**src/xbo_pkg.sv**
```systemverilog
// Shared constants and types for the exchange/block/branch executor
package xbo_pkg;
  localparam int          FLAG_ZERO_POS  = 6;
  localparam int          FLAG_CARRY_POS = 0;
  localparam logic [15:0] PTR_RESET      = 16'h0000;
  localparam logic [15:0] STACK_RESET    = 16'hffff;
  localparam logic [7:0]  BYTE_RESET     = 8'h00;
  localparam logic [1:0]  MODE_RESET     = 2'h0;
  localparam logic [1:0]  COND_NONZERO   = 2'h0;
  localparam logic [1:0]  COND_ZERO      = 2'h1;
  localparam logic [1:0]  COND_NOCARRY   = 2'h2;
  localparam logic [1:0]  COND_CARRY     = 2'h3;
  localparam logic [1:0]  PAIR_COUNTER   = 2'h0;
  localparam logic [1:0]  PAIR_TARGET    = 2'h1;
  localparam logic [1:0]  PAIR_MEMPTR    = 2'h2;
  localparam logic [1:0]  PAIR_STACK     = 2'h3;
  localparam logic [1:0]  SS_MEMPTR      = 2'h0;
  localparam logic [1:0]  SS_INDEX_X     = 2'h1;
  localparam logic [2:0]  RSEL_ACC       = 3'h7;

  typedef enum logic [4:0] {
    OP_IDLE, OP_INT_DISABLE, OP_INT_ENABLE, OP_SWAP_STACK, OP_SWAP_ACCF,
    OP_SWAP_TGT_MPTR, OP_SWAP_ALL, OP_HALT, OP_MODE0, OP_MODE1, OP_MODE2,
    OP_IN_IMM, OP_IN_REG, OP_BIN_UP_STEP, OP_BIN_DOWN_STEP,
    OP_BIN_UP_REPEAT, OP_BIN_DOWN_REPEAT, OP_ABS_BRANCH, OP_ABS_BRANCH_SS,
    OP_REL_BRANCH, OP_LD_ACC_IVEC, OP_LD_ACC_RFSH, OP_LD_IVEC_ACC,
    OP_LD_RFSH_ACC, OP_LD_STK_SS, OP_LD_PAIR_MEM, OP_ST_PAIR_MEM,
    OP_MOVE_UP_STEP, OP_MOVE_DOWN_STEP, OP_MOVE_UP_REPEAT,
    OP_MOVE_DOWN_REPEAT, OP_TWOS_COMPLEMENT
  } xbo_op_type;

  typedef struct packed {
    xbo_op_type  op;
    logic [2:0]  rsel;
    logic [1:0]  pair;
    logic [1:0]  ss;
    logic        cond_en;
    logic [1:0]  cond;
    logic [1:0]  len;
    logic [15:0] imm;
  } xbo_cmd_type;

  typedef struct packed {
    logic [15:0] cnt;
    logic [15:0] tgt;
    logic [15:0] mptr;
    logic [15:0] cnt_alt;
    logic [15:0] tgt_alt;
    logic [15:0] mptr_alt;
    logic [7:0]  acc;
    logic [7:0]  flg;
    logic [7:0]  acc_alt;
    logic [7:0]  flg_alt;
    logic [15:0] pcnt;
    logic [15:0] stk;
    logic [15:0] idx_x;
    logic [15:0] idx_y;
    logic [7:0]  ivec;
    logic [7:0]  rfsh;
    logic [1:0]  imode;
    logic        ien;
  } xbo_regs_type;

  typedef struct packed {
    logic        req;
    logic        wr;
    logic        io;
    logic [15:0] addr;
    logic [7:0]  wdata;
  } xbo_bus_type;
endpackage

```
**src/xbo_exec.sv**
```systemverilog
// Executor for exchange, halt, mode, input, branch, load and block ops
`timescale 1ns/1ps
module xbo_exec (
  input  wire logic              sys_clk_i,   // 20 MHz clock
  input  wire logic              sys_rst_i,   // Sync reset, high
  input  wire logic              cmd_valid_i, // Decoded op offered
  input  wire xbo_pkg::xbo_cmd_type cmd_i,    // Decoded op
  output logic                   cmd_ready_o, // Ready for an op
  input  wire logic              irq_i,       // Interrupt pin
  output logic                   mem_req_o,   // Bus request
  output logic                   mem_wr_o,    // Write when high
  output logic                   mem_io_o,    // Port space when high
  output logic [15:0]            mem_addr_o,  // Bus address
  output logic [7:0]             mem_wdata_o, // Write data
  input  wire logic              mem_ack_i,   // Bus cycle done
  input  wire logic [7:0]        mem_rdata_i, // Read data on ack
  output logic                   halted_o,    // Halt state
  output logic [15:0]            pcnt_o,      // Program counter
  output logic [7:0]             acc_o,       // Accumulator
  output logic [1:0]             imode_o      // Interrupt mode
);
  typedef enum logic [3:0] {
    S_IDLE, S_RD0, S_RD1, S_WR0, S_WR1, S_IOR, S_MRD, S_BWR, S_HALT
  } xbo_state_type;

  xbo_state_type         st_q, st_d;
  xbo_pkg::xbo_regs_type rg_q, rg_d;
  xbo_pkg::xbo_bus_type  bus_q, bus_d;
  xbo_pkg::xbo_cmd_type  cmd_q, cmd_d;
  logic [15:0]           tmp_q, tmp_d;
  logic                  irq_s1_q, irq_s2_q;
  logic                  take;

  function automatic xbo_pkg::xbo_bus_type bus_req(
    input logic wr, input logic io, input logic [15:0] a,
    input logic [7:0] wd);
    bus_req = '{req: 1'b1, wr: wr, io: io, addr: a, wdata: wd};
  endfunction

  function automatic logic [15:0] get_rr(xbo_pkg::xbo_regs_type r,
                                         logic [1:0] s);
    case (s)
      xbo_pkg::PAIR_COUNTER: get_rr = r.cnt;
      xbo_pkg::PAIR_TARGET:  get_rr = r.tgt;
      xbo_pkg::PAIR_MEMPTR:  get_rr = r.mptr;
      default:               get_rr = r.stk;
    endcase
  endfunction

  function automatic xbo_pkg::xbo_regs_type set_rr(
    xbo_pkg::xbo_regs_type r, logic [1:0] s, logic [15:0] v);
    set_rr = r;
    case (s)
      xbo_pkg::PAIR_COUNTER: set_rr.cnt = v;
      xbo_pkg::PAIR_TARGET:  set_rr.tgt = v;
      xbo_pkg::PAIR_MEMPTR:  set_rr.mptr = v;
      default:               set_rr.stk = v;
    endcase
  endfunction

  function automatic logic [15:0] get_ss(xbo_pkg::xbo_regs_type r,
                                         logic [1:0] s);
    case (s)
      xbo_pkg::SS_MEMPTR:  get_ss = r.mptr;
      xbo_pkg::SS_INDEX_X: get_ss = r.idx_x;
      default:             get_ss = r.idx_y;
    endcase
  endfunction

  function automatic xbo_pkg::xbo_regs_type set_ss(
    xbo_pkg::xbo_regs_type r, logic [1:0] s, logic [15:0] v);
    set_ss = r;
    case (s)
      xbo_pkg::SS_MEMPTR:  set_ss.mptr = v;
      xbo_pkg::SS_INDEX_X: set_ss.idx_x = v;
      default:             set_ss.idx_y = v;
    endcase
  endfunction

  // Select code 6 has no target; the byte is dropped
  function automatic xbo_pkg::xbo_regs_type set_r8(
    xbo_pkg::xbo_regs_type r, logic [2:0] s, logic [7:0] v);
    set_r8 = r;
    case (s)
      3'h0:    set_r8.cnt[15:8] = v;
      3'h1:    set_r8.cnt[7:0] = v;
      3'h2:    set_r8.tgt[15:8] = v;
      3'h3:    set_r8.tgt[7:0] = v;
      3'h4:    set_r8.mptr[15:8] = v;
      3'h5:    set_r8.mptr[7:0] = v;
      3'h7:    set_r8.acc = v;
      default: set_r8 = r;
    endcase
  endfunction

  function automatic logic cond_ok(logic [7:0] f, logic en, logic [1:0] c);
    case (c)
      xbo_pkg::COND_NONZERO: cond_ok = !en || !f[xbo_pkg::FLAG_ZERO_POS];
      xbo_pkg::COND_ZERO:    cond_ok = !en || f[xbo_pkg::FLAG_ZERO_POS];
      xbo_pkg::COND_NOCARRY: cond_ok = !en || !f[xbo_pkg::FLAG_CARRY_POS];
      default:               cond_ok = !en || f[xbo_pkg::FLAG_CARRY_POS];
    endcase
  endfunction

  function automatic logic is_move(xbo_pkg::xbo_op_type o);
    is_move = o inside {xbo_pkg::OP_MOVE_UP_STEP, xbo_pkg::OP_MOVE_DOWN_STEP,
                        xbo_pkg::OP_MOVE_UP_REPEAT,
                        xbo_pkg::OP_MOVE_DOWN_REPEAT};
  endfunction

  function automatic logic is_up(xbo_pkg::xbo_op_type o);
    is_up = o inside {xbo_pkg::OP_MOVE_UP_STEP, xbo_pkg::OP_MOVE_UP_REPEAT,
                      xbo_pkg::OP_BIN_UP_STEP, xbo_pkg::OP_BIN_UP_REPEAT};
  endfunction

  function automatic logic is_rep(xbo_pkg::xbo_op_type o);
    is_rep = o inside {xbo_pkg::OP_MOVE_UP_REPEAT,
                       xbo_pkg::OP_MOVE_DOWN_REPEAT,
                       xbo_pkg::OP_BIN_UP_REPEAT,
                       xbo_pkg::OP_BIN_DOWN_REPEAT};
  endfunction

  assign take = (st_q == S_IDLE) && cmd_valid_i;

  always_comb begin
    logic [15:0] stp;
    logic        more;
    stp   = 16'h0000;
    more  = 1'b0;
    st_d  = st_q;
    rg_d  = rg_q;
    bus_d = bus_q;
    cmd_d = cmd_q;
    tmp_d = tmp_q;
    case (st_q)
      S_IDLE: if (cmd_valid_i) begin
        cmd_d = cmd_i;
        rg_d.pcnt = rg_q.pcnt + 16'(cmd_i.len);
        case (cmd_i.op)
          xbo_pkg::OP_INT_DISABLE: rg_d.ien = 1'b0;
          xbo_pkg::OP_INT_ENABLE:  rg_d.ien = 1'b1;
          xbo_pkg::OP_SWAP_STACK: begin
            st_d  = S_RD0;
            bus_d = bus_req(1'b0, 1'b0, rg_q.stk, 8'h00);
          end
          xbo_pkg::OP_SWAP_ACCF: begin
            {rg_d.acc, rg_d.flg} = {rg_q.acc_alt, rg_q.flg_alt};
            {rg_d.acc_alt, rg_d.flg_alt} = {rg_q.acc, rg_q.flg};
          end
          xbo_pkg::OP_SWAP_TGT_MPTR: begin
            rg_d.tgt  = rg_q.mptr;
            rg_d.mptr = rg_q.tgt;
          end
          xbo_pkg::OP_SWAP_ALL: begin
            {rg_d.cnt, rg_d.cnt_alt}   = {rg_q.cnt_alt, rg_q.cnt};
            {rg_d.tgt, rg_d.tgt_alt}   = {rg_q.tgt_alt, rg_q.tgt};
            {rg_d.mptr, rg_d.mptr_alt} = {rg_q.mptr_alt, rg_q.mptr};
          end
          xbo_pkg::OP_HALT:  st_d = S_HALT;
          xbo_pkg::OP_MODE0: rg_d.imode = 2'h0;
          xbo_pkg::OP_MODE1: rg_d.imode = 2'h1;
          xbo_pkg::OP_MODE2: rg_d.imode = 2'h2;
          xbo_pkg::OP_IN_IMM: begin
            st_d  = S_IOR;
            bus_d = bus_req(1'b0, 1'b1, {rg_q.acc, cmd_i.imm[7:0]}, 8'h00);
          end
          xbo_pkg::OP_IN_REG, xbo_pkg::OP_BIN_UP_STEP,
          xbo_pkg::OP_BIN_DOWN_STEP, xbo_pkg::OP_BIN_UP_REPEAT,
          xbo_pkg::OP_BIN_DOWN_REPEAT: begin
            st_d  = S_IOR;
            bus_d = bus_req(1'b0, 1'b1, rg_q.cnt, 8'h00);
          end
          xbo_pkg::OP_ABS_BRANCH:
            if (cond_ok(rg_q.flg, cmd_i.cond_en, cmd_i.cond))
              rg_d.pcnt = cmd_i.imm;
          xbo_pkg::OP_ABS_BRANCH_SS: rg_d.pcnt = get_ss(rg_q, cmd_i.ss);
          xbo_pkg::OP_REL_BRANCH:
            if (cond_ok(rg_q.flg, cmd_i.cond_en, cmd_i.cond))
              rg_d.pcnt = rg_q.pcnt + 16'(cmd_i.len)
                          + {{8{cmd_i.imm[7]}}, cmd_i.imm[7:0]};
          xbo_pkg::OP_LD_ACC_IVEC: rg_d.acc  = rg_q.ivec;
          xbo_pkg::OP_LD_ACC_RFSH: rg_d.acc  = rg_q.rfsh;
          xbo_pkg::OP_LD_IVEC_ACC: rg_d.ivec = rg_q.acc;
          xbo_pkg::OP_LD_RFSH_ACC: rg_d.rfsh = rg_q.acc;
          xbo_pkg::OP_LD_STK_SS: rg_d.stk = get_ss(rg_q, cmd_i.ss);
          xbo_pkg::OP_LD_PAIR_MEM: begin
            st_d  = S_RD0;
            bus_d = bus_req(1'b0, 1'b0, cmd_i.imm, 8'h00);
          end
          xbo_pkg::OP_ST_PAIR_MEM: begin
            st_d  = S_WR0;
            bus_d = bus_req(1'b1, 1'b0, cmd_i.imm,
                            8'(get_rr(rg_q, cmd_i.pair)));
          end
          xbo_pkg::OP_MOVE_UP_STEP, xbo_pkg::OP_MOVE_DOWN_STEP,
          xbo_pkg::OP_MOVE_UP_REPEAT,
          xbo_pkg::OP_MOVE_DOWN_REPEAT: begin
            st_d  = S_MRD;
            bus_d = bus_req(1'b0, 1'b0, rg_q.mptr, 8'h00);
          end
          xbo_pkg::OP_TWOS_COMPLEMENT: rg_d.acc = 8'h00 - rg_q.acc;
          default: rg_d.pcnt = rg_q.pcnt + 16'(cmd_i.len);
        endcase
      end
      S_RD0: if (mem_ack_i) begin
        tmp_d[7:0] = mem_rdata_i;
        st_d       = S_RD1;
        bus_d      = bus_req(1'b0, 1'b0, bus_q.addr + 16'h0001, 8'h00);
      end
      S_RD1: if (mem_ack_i) begin
        tmp_d[15:8] = mem_rdata_i;
        if (cmd_q.op == xbo_pkg::OP_SWAP_STACK) begin
          st_d  = S_WR0;
          bus_d = bus_req(1'b1, 1'b0, rg_q.stk,
                          8'(get_ss(rg_q, cmd_q.ss)));
        end else begin
          rg_d  = set_rr(rg_q, cmd_q.pair, {mem_rdata_i, tmp_q[7:0]});
          st_d  = S_IDLE;
          bus_d = '0;
        end
      end
      S_WR0: if (mem_ack_i) begin
        st_d  = S_WR1;
        bus_d = bus_req(1'b1, 1'b0, bus_q.addr + 16'h0001,
                        (cmd_q.op == xbo_pkg::OP_SWAP_STACK)
                        ? 8'(get_ss(rg_q, cmd_q.ss) >> 8)
                        : 8'(get_rr(rg_q, cmd_q.pair) >> 8));
      end
      S_WR1: if (mem_ack_i) begin
        if (cmd_q.op == xbo_pkg::OP_SWAP_STACK)
          rg_d = set_ss(rg_q, cmd_q.ss, tmp_q);
        st_d  = S_IDLE;
        bus_d = '0;
      end
      S_IOR: if (mem_ack_i) begin
        if (cmd_q.op == xbo_pkg::OP_IN_IMM) begin
          rg_d  = set_r8(rg_q, xbo_pkg::RSEL_ACC, mem_rdata_i);
          st_d  = S_IDLE;
          bus_d = '0;
        end else if (cmd_q.op == xbo_pkg::OP_IN_REG) begin
          rg_d  = set_r8(rg_q, cmd_q.rsel, mem_rdata_i);
          st_d  = S_IDLE;
          bus_d = '0;
        end else begin
          st_d  = S_BWR;
          bus_d = bus_req(1'b1, 1'b0, rg_q.mptr, mem_rdata_i);
        end
      end
      S_MRD: if (mem_ack_i) begin
        st_d  = S_BWR;
        bus_d = bus_req(1'b1, 1'b0, rg_q.tgt, mem_rdata_i);
      end
      S_BWR: if (mem_ack_i) begin
        stp       = is_up(cmd_q.op) ? 16'h0001 : 16'hffff;
        rg_d.mptr = rg_q.mptr + stp;
        if (is_move(cmd_q.op)) begin
          rg_d.tgt = rg_q.tgt + stp;
          rg_d.cnt = rg_q.cnt - 16'h0001;
          more     = (rg_d.cnt != 16'h0000);
        end else begin
          rg_d.cnt[15:8] = rg_q.cnt[15:8] - 8'h01;
          more           = (rg_d.cnt[15:8] != 8'h00);
        end
        if (is_rep(cmd_q.op) && more) begin
          st_d  = is_move(cmd_q.op) ? S_MRD : S_IOR;
          bus_d = is_move(cmd_q.op)
                  ? bus_req(1'b0, 1'b0, rg_d.mptr, 8'h00)
                  : bus_req(1'b0, 1'b1, rg_d.cnt, 8'h00);
        end else begin
          st_d  = S_IDLE;
          bus_d = '0;
        end
      end
      S_HALT: if (irq_s2_q) st_d = S_IDLE;
      default: st_d = S_IDLE;
    endcase
  end

  always_ff @(posedge sys_clk_i) begin
    if (sys_rst_i) begin
      st_q     <= S_IDLE;
      rg_q     <= '0;
      rg_q.stk <= xbo_pkg::STACK_RESET;
      rg_q.imode <= xbo_pkg::MODE_RESET;
      bus_q    <= '0;
      cmd_q    <= '0;
      tmp_q    <= xbo_pkg::PTR_RESET;
      irq_s1_q <= 1'b0;
      irq_s2_q <= 1'b0;
      cmd_ready_o <= 1'b0;
      halted_o <= 1'b0;
    end else begin
      st_q     <= st_d;
      rg_q     <= rg_d;
      bus_q    <= bus_d;
      cmd_q    <= cmd_d;
      tmp_q    <= tmp_d;
      irq_s1_q <= irq_i;
      irq_s2_q <= irq_s1_q;
      cmd_ready_o <= (st_d == S_IDLE);
      halted_o <= (st_d == S_HALT);
    end
  end

  assign mem_req_o   = bus_q.req;
  assign mem_wr_o    = bus_q.wr;
  assign mem_io_o    = bus_q.io;
  assign mem_addr_o  = bus_q.addr;
  assign mem_wdata_o = bus_q.wdata;
  assign pcnt_o      = rg_q.pcnt;
  assign acc_o       = rg_q.acc;
  assign imode_o     = rg_q.imode;
endmodule

```
**config.mk**
```make
export PLATFORM = sky130hd
export DESIGN_NAME = xbo_exec
export DESIGN_NICKNAME = d
export VERILOG_FILES = /design/src/xbo_pkg.sv /design/src/xbo_exec.sv
export SDC_FILE = /design/constraint.sdc
export NUM_CORES = 1
export LEC_CHECK = 0
export BUFFER_PORTS_ARGS = -buffer_cell sky130_fd_sc_hd__buf_2
export CAP_MARGIN = 20
export CORE_UTILIZATION = 35
export CTS_CLUSTER_DIAMETER = 50
export DETAILED_ROUTE_END_ITERATION = 16
export SKIP_CTS_REPAIR_TIMING = 1
export SYNTH_ARGS = -nofsm -noshare
export SYNTH_HDL_FRONTEND = slang
export SYNTH_SLANG_ARGS = --single-unit
```
**constraint.sdc**
```tcl
create_clock -name sys_clk_i -period 4.6 [get_ports sys_clk_i]
set_clock_uncertainty 0.2 [all_clocks]
set_input_delay 0.46 -clock sys_clk_i [delete_from_list [all_inputs] [get_ports sys_clk_i]]
set_output_delay 0.46 -clock sys_clk_i [all_outputs]
set_load 0.01 [all_outputs]
```
==> metrics.txt, run 1 <==
Root Buffer clkbuf_16; post-synth top area cell dfxtp_1; Synth Flop Type dfxtp_1; Final Routed Wirelength 74.1 mm; vias in the first global route 17,000; I/O pin count 101; Tightest Pin Transition 0.985 ns; total power 7.90 mW; fin crit period 4.29 ns; Post-DRT Antenna Nets 0; Worst Hold Class input pin to flop; leakage 7.64 nW; # DRC 0; Worst VDD drop 0.229 mV; Pins Over Slew Limit 0; crit path kind flop to flop; Post-Syn Area 17,600 um2; Tcrit/Tclk final 93.2%; crit path max fanout 24; Yosys Warn Count 0; fin nets 2,466; status complete, no violations; Avg Cell Area, Syn 7.43 um2; Pre-Repair DR Iteration Count 7; CP delay by family, top compound AO/OA/AOI/OAI gates; H-tree depth 2; CP Launch Type flop; layout cells sized above 1 12.1%; CTS tree done; largest net degree at the start of global routing 87; EDFF count, synth 0; Synth top area share 29.7%; Hold Violations, Final 0; DR iter-0 viols 2,759; number of buffers created by CTS 41; vias per inst 6.11; Die Area 51,300 um2; antenna diode count 0; CP Capture Type flop; crit-path cells nand2_1 -> xnor2_1 -> and3_1 -> inv_1 -> buf_4 -> ha_1 -> a21o_1 -> a21o_1 -> a21oi_1 -> o21ai_0 -> a221o_1 -> a21oi_1 -> xnor2_1 -> o2111ai_1 -> a41oi_1; fmax 233 MHz; synth top area cells dfxtp_1, nand2_1, a21oi_1; Buffers on Ports 100; multi-input logic area 11,300 um2; Die Wd 226 um; All-Layer GR Usage 28.2%; Starting Density 35.8%; count of final setup violators 0; Netlist cell types 81; max cap viols 0; CTS clock-pin slew for the worst setup and hold paths 0.06 ns; initial antenna violation count 1; global route overflow 0; routed len/inst 24.2 um; signal arrival time at the worst endpoint 4.46 ns; RePlAce Congestion 0.925; slowest stage delay, CP 0.47 ns; Vias 18,700; cells after synthesis 2,372; first-pass GRT wire length 109 mm; register area share after synthesis 29.7%; DIE HEIGHT 226 um; DPL Wire Length 53.0 mm; pwr dens 394 nW/um2; syn_nets 2,474; worst-skew pair later-pin latency 0.57 ns; CP Data Required Time 4.77 ns; Layout fillers 5,113; RSZ-0062 raised after global routing false; FFs w/ async S/R, synth 0%; Worst Path Buf+Inv 2; CTS Buffer Depth 3; FF+latch area 5230 um2; flops & latches, synth 261; max-slew headroom at the worst pin 34.1%; Slowest-stage cell, CP dfxtp_1; Core ar. 49,300 um2; Fin Setup TNS 0 ns; clk sinks 261; site row count 81; synthesis-to-finish area growth 13.8%
layout by cell type, fill, tap and decap left out, drive strengths merged, types with 12 or more instances in the layout:
master and instances:
nand2 438, a21oi 283, dfxtp 261, nor2 216, buf 164, o21ai 106
mux2i 83, nand3 61, xnor2 59, inv 56, clkbuf 54, ha 52
a211oi 39, a221oi 35, a222oi 34, nor3 34, xor2 31, a21o 23
o211ai 23, a22oi 23, nor2b 20, a31oi 20, a221o 16, o22ai 16
mux4 16, nand2b 15, and3 14, nand4 12, nor4 12
through the flow:
stage	instance area [um2]	utilization [%]	cells	hold slack [ns]	worst slack [ns]
detailed placement	18500	37.6	2979	0.224	0.436
global route	20000	40.7	3061	0.0864	0.109
finish	20000	40.7	3061	0.0799	0.314
global placement	18500	37.6	2979	0.226	0.456
CTS	20000	40.6	3055	-0.0888	0.424
floorplan	17600	-	2372	0.214	0.586
final timing paths:
check	slack [ns]	cells after the start	startpoint	to
max reg2reg	0.31	15	cmd_q[29]$_SDFFE_PP0P_	mem_addr_o[14]$_SDFFE_PP0P_
min reg2reg	0.23	1	irq_s1_q$_SDFF_PP0_	irq_s2_q$_SDFF_PP0_
min	0.08	3	cmd_i[23]	cmd_q[23]$_SDFFE_PP0P_
max	0.31	15	cmd_q[29]$_SDFFE_PP0P_	mem_addr_o[14]$_SDFFE_PP0P_
cell families (layout without fill, tap and decap cells):
group	count (synthesis)	count (layout)	synth area share, %
DFF	261	261	29.7
muxes	100	100	6.82
adders and majority gates	56	56	4.15
AOI/OAI and AO/OA	714	714	26.4
buffers and inverters	264	289	6.37
xor gates and xnor gates	90	90	4.47
and+or+nand+nor	887	887	22.1
cell type report:
class | count | share of cell area, %
multi-input combinational | 1847 | 56.4
sequential | 261 | 26.1
clock buffer | 53 | 5.85
timing repair buffer | 169 | 5.25
tap | 664 | 4.14
clock inverter | 23 | 1.47
inverter | 44 | 0.824
flip-flops by register name (all words and copies together) (netlist names):
register     count
pcnt_o          16
mem_io_o         1
mem_req_o        1
acc_o            8
mem_wr_o         1
irq_s1_q         1
cmd_ready_o      1
rg_q           172
irq_s2_q         1
mem_addr_o      16
mem_wdata_o      8
tmp_q           16
cmd_q           12
halted_o         1
imode_o          2
st_q             4
power by group:
part,internal [mW],switching [mW],leakage (nW)
clock network,2.07,1.28,0.716
registers,2.38,0.291,2.12
logic,0.726,1.16,4.80
worst register-to-register path, cell delays in order (launching register included):
cell	delay [ns]
dfxtp_1	0.47
nand2_1	0.14
xnor2_1	0.14
and3_1	0.43
inv_1	0.24
buf_4	0.30
ha_1	0.38
a21o_1	0.21
a21o_1	0.19
a21oi_1	0.12
o21ai_0	0.26
a221o_1	0.37
a21oi_1	0.19
xnor2_1	0.11
o2111ai_1	0.22
a41oi_1	0.14
synthesized netlist by cell type, drive strengths merged (6+ instances only):
master     n
a2111oi    6
a211oi    39
a21o      23
a21oi    283
a221o     16
a221oi    35
a222oi    34
a22oi     23
a311o      9
a31oi     20
a32oi      6
and2       8
and3      14
and4       6
buf       55
clkbuf   165
dfxtp    261
ha        52
inv       44
mux2i     83
mux4      16
nand2    438
nand2b    15
nand3     61
nand3b     8
nand4     12
nor2     216
nor2b     20
nor3      34
nor3b      8
nor4      12
o2111ai    7
o211ai    23
o21ai    106
o21bai     6
o221a      6
o221ai     9
o22ai     16
o31ai      6
or2        7
or3       10
xnor2     59
xor2      31
per-layer routing:
| metal | GRT usage, % | up-vias | share of wire, % |
|---|---|---|---|
| met4 | 12.0 | 0 | 4.2 |
| met1 | 39.2 | 8888 | 42 |
| met3 | 4.94 | 179 | 10 |
| li1 | - | 8548 | - |
| met5 | 0 | - | 0 |
| met2 | 42.7 | 1086 | 43 |
Note: power is estimated with default switching activity, not from simulation.
==> inputs of run 2 (changes only) <==
- clock period: 4.6 -> 4.5 ns (I/O delays scaled with it)
==> metrics.txt, run 2 (synthesized netlist as in run 1, its figures left out) <==
Final Routed Wirelength 73.7 mm; Starting Density 35.8%; signal arrival time at the worst endpoint 4.20 ns; total power 8.10 mW; Util after Layout 40.6%; Die Area 51,300 um2; CTS tree done; Pins Over Slew Limit 0; largest reg by FF count rg_q; CP Launch Type flop; CTS Buffer Depth 3; number of buffers created by CTS 41; crit path max fanout 24; worst r2r dst mem_addr_o[14]$_SDFFE_PP0P_; Post-DRT Antenna Nets 0; Largest register FFs 172; leakage 7.61 nW; Core ar. 49,300 um2; max cap viols 0; H-tree depth 2; commonest non-fill, non-tap cell in the layout nand2_1; CP Data Required Time 4.70 ns; crit path kind flop to flop; All-Layer GR Usage 28.2%; R2R cell count 15; max-slew headroom at the worst pin 27.5%; Fin Hold WS 0.0554 ns; DIE HEIGHT 226 um; Worst R2R Setup Slack 0.50 ns; Worst VDD drop 0.275 mV; DR iter-0 viols 2,548; initial antenna violation count 1; site row count 81; clk sinks 261; # DRC 0; worst-skew pair later-pin latency 0.57 ns; synthesis-to-finish area growth 13.6%; most frequent cells in the layout nand2_1, a21oi_1, dfxtp_1, nor2_1, o21ai_0; Hold Startpoint cmd_i[23]; Layout fillers 5,122; CTS clock-pin slew for the worst setup and hold paths 0.06 ns; RePlAce Congestion 0.951; RSZ-0062 raised after global routing false; Tightest Pin Transition 1.09 ns; largest net degree at the start of global routing 96; Root Buffer clkbuf_16; Fin Setup TNS 0 ns; Pre-Repair DR Iteration Count 6; pwr dens 405 nW/um2; Buffers on Ports 100; routed len/inst 24.1 um; WHS Endpoint cmd_q[23]$_SDFFE_PP0P_; CP Capture Type flop; I/O pin count 101; fmax 250 MHz; layout cells sized above 1 12.0%; global route overflow 0; Vias 18,800; Hold Path Stages 3; DP Area 18,500 um2; Die Wd 226 um; fin nets 2,462; vias in the first global route 17,300; multi-input logic area 11,300 um2; FF+latch area 5230 um2; status complete, no violations; Hold Violations, Final 0; Tcrit/Tclk final 88.8%; first-pass GRT wire length 109 mm; DPL Wire Length 52.4 mm; count of final setup violators 0; vias per inst 6.15; FF-to-FF Start cmd_q[29]$_SDFFE_PP0P_; fin crit period 4.00 ns; Worst Hold Class input pin to flop; Finished Cell Area 20,000 um2
==> run 2: layout make-up <==
class                   count  share of cell area, %
inverters                  44                  0.825
flip-flops and latches    261                   26.1
clock buffers              53                   5.91
clock inverters            22                   1.45
multi-input cells        1847                   56.5
diodes                      1                 0.0125
well taps                 664                   4.15
repair buffers            165                   5.08
==> run 2: stage by stage <==
step	setup slack (ns)	std cells
after detailed placement	0.469	2977
after global placement	0.423	2977
after floorplan	0.486	2372
after global routing	0.298	3056
after CTS	0.545	3052
final	0.502	3057
==> run 2: worst max-delay path by stage <==
stage | start | endpoint | slack, ns | cells after the start
CTS | cmd_q[29]$_SDFFE_PP0P_ | mem_addr_o[14]$_SDFFE_PP0P_ | 0.54 | 15
global placement | cmd_i[17] | pcnt_o[15]$_SDFFE_PP0P_ | 0.42 | 17
global route | cmd_q[29]$_SDFFE_PP0P_ | mem_addr_o[14]$_SDFFE_PP0P_ | 0.30 | 15
finish | cmd_q[29]$_SDFFE_PP0P_ | mem_addr_o[14]$_SDFFE_PP0P_ | 0.50 | 15
floorplan | cmd_q[29]$_SDFFE_PP0P_ | mem_addr_o[14]$_SDFFE_PP0P_ | 0.49 | 15
detailed placement | cmd_i[17] | pcnt_o[15]$_SDFFE_PP0P_ | 0.47 | 17
==> run 2: per-layer routing <==
layer  wire length (um)  GRT usage, %
met3               8580          6.80
met1              30500          37.9
met5                  0             0
met4               2880          11.4
met2              31700          42.9
==> run 2: critical path, stage by stage (launching register included) <==
cell and delay (ns):
dfxtp_1 0.45, nand2_1 0.14, xnor2_1 0.14, and3_1 0.27
inv_1 0.20, buf_4 0.36, ha_1 0.34, a21o_1 0.20
a21o_1 0.19, a21oi_1 0.12, o21ai_0 0.23, a221o_1 0.36
a21oi_1 0.19, xnor2_1 0.11, o2111ai_1 0.21, a41oi_1 0.13
==> run 2: power by group <==
group	switching (mW)	internal, mW
Clock	1.30	2.17
Combinational	1.17	0.739
Sequential	0.299	2.43
Total	2.76	5.34
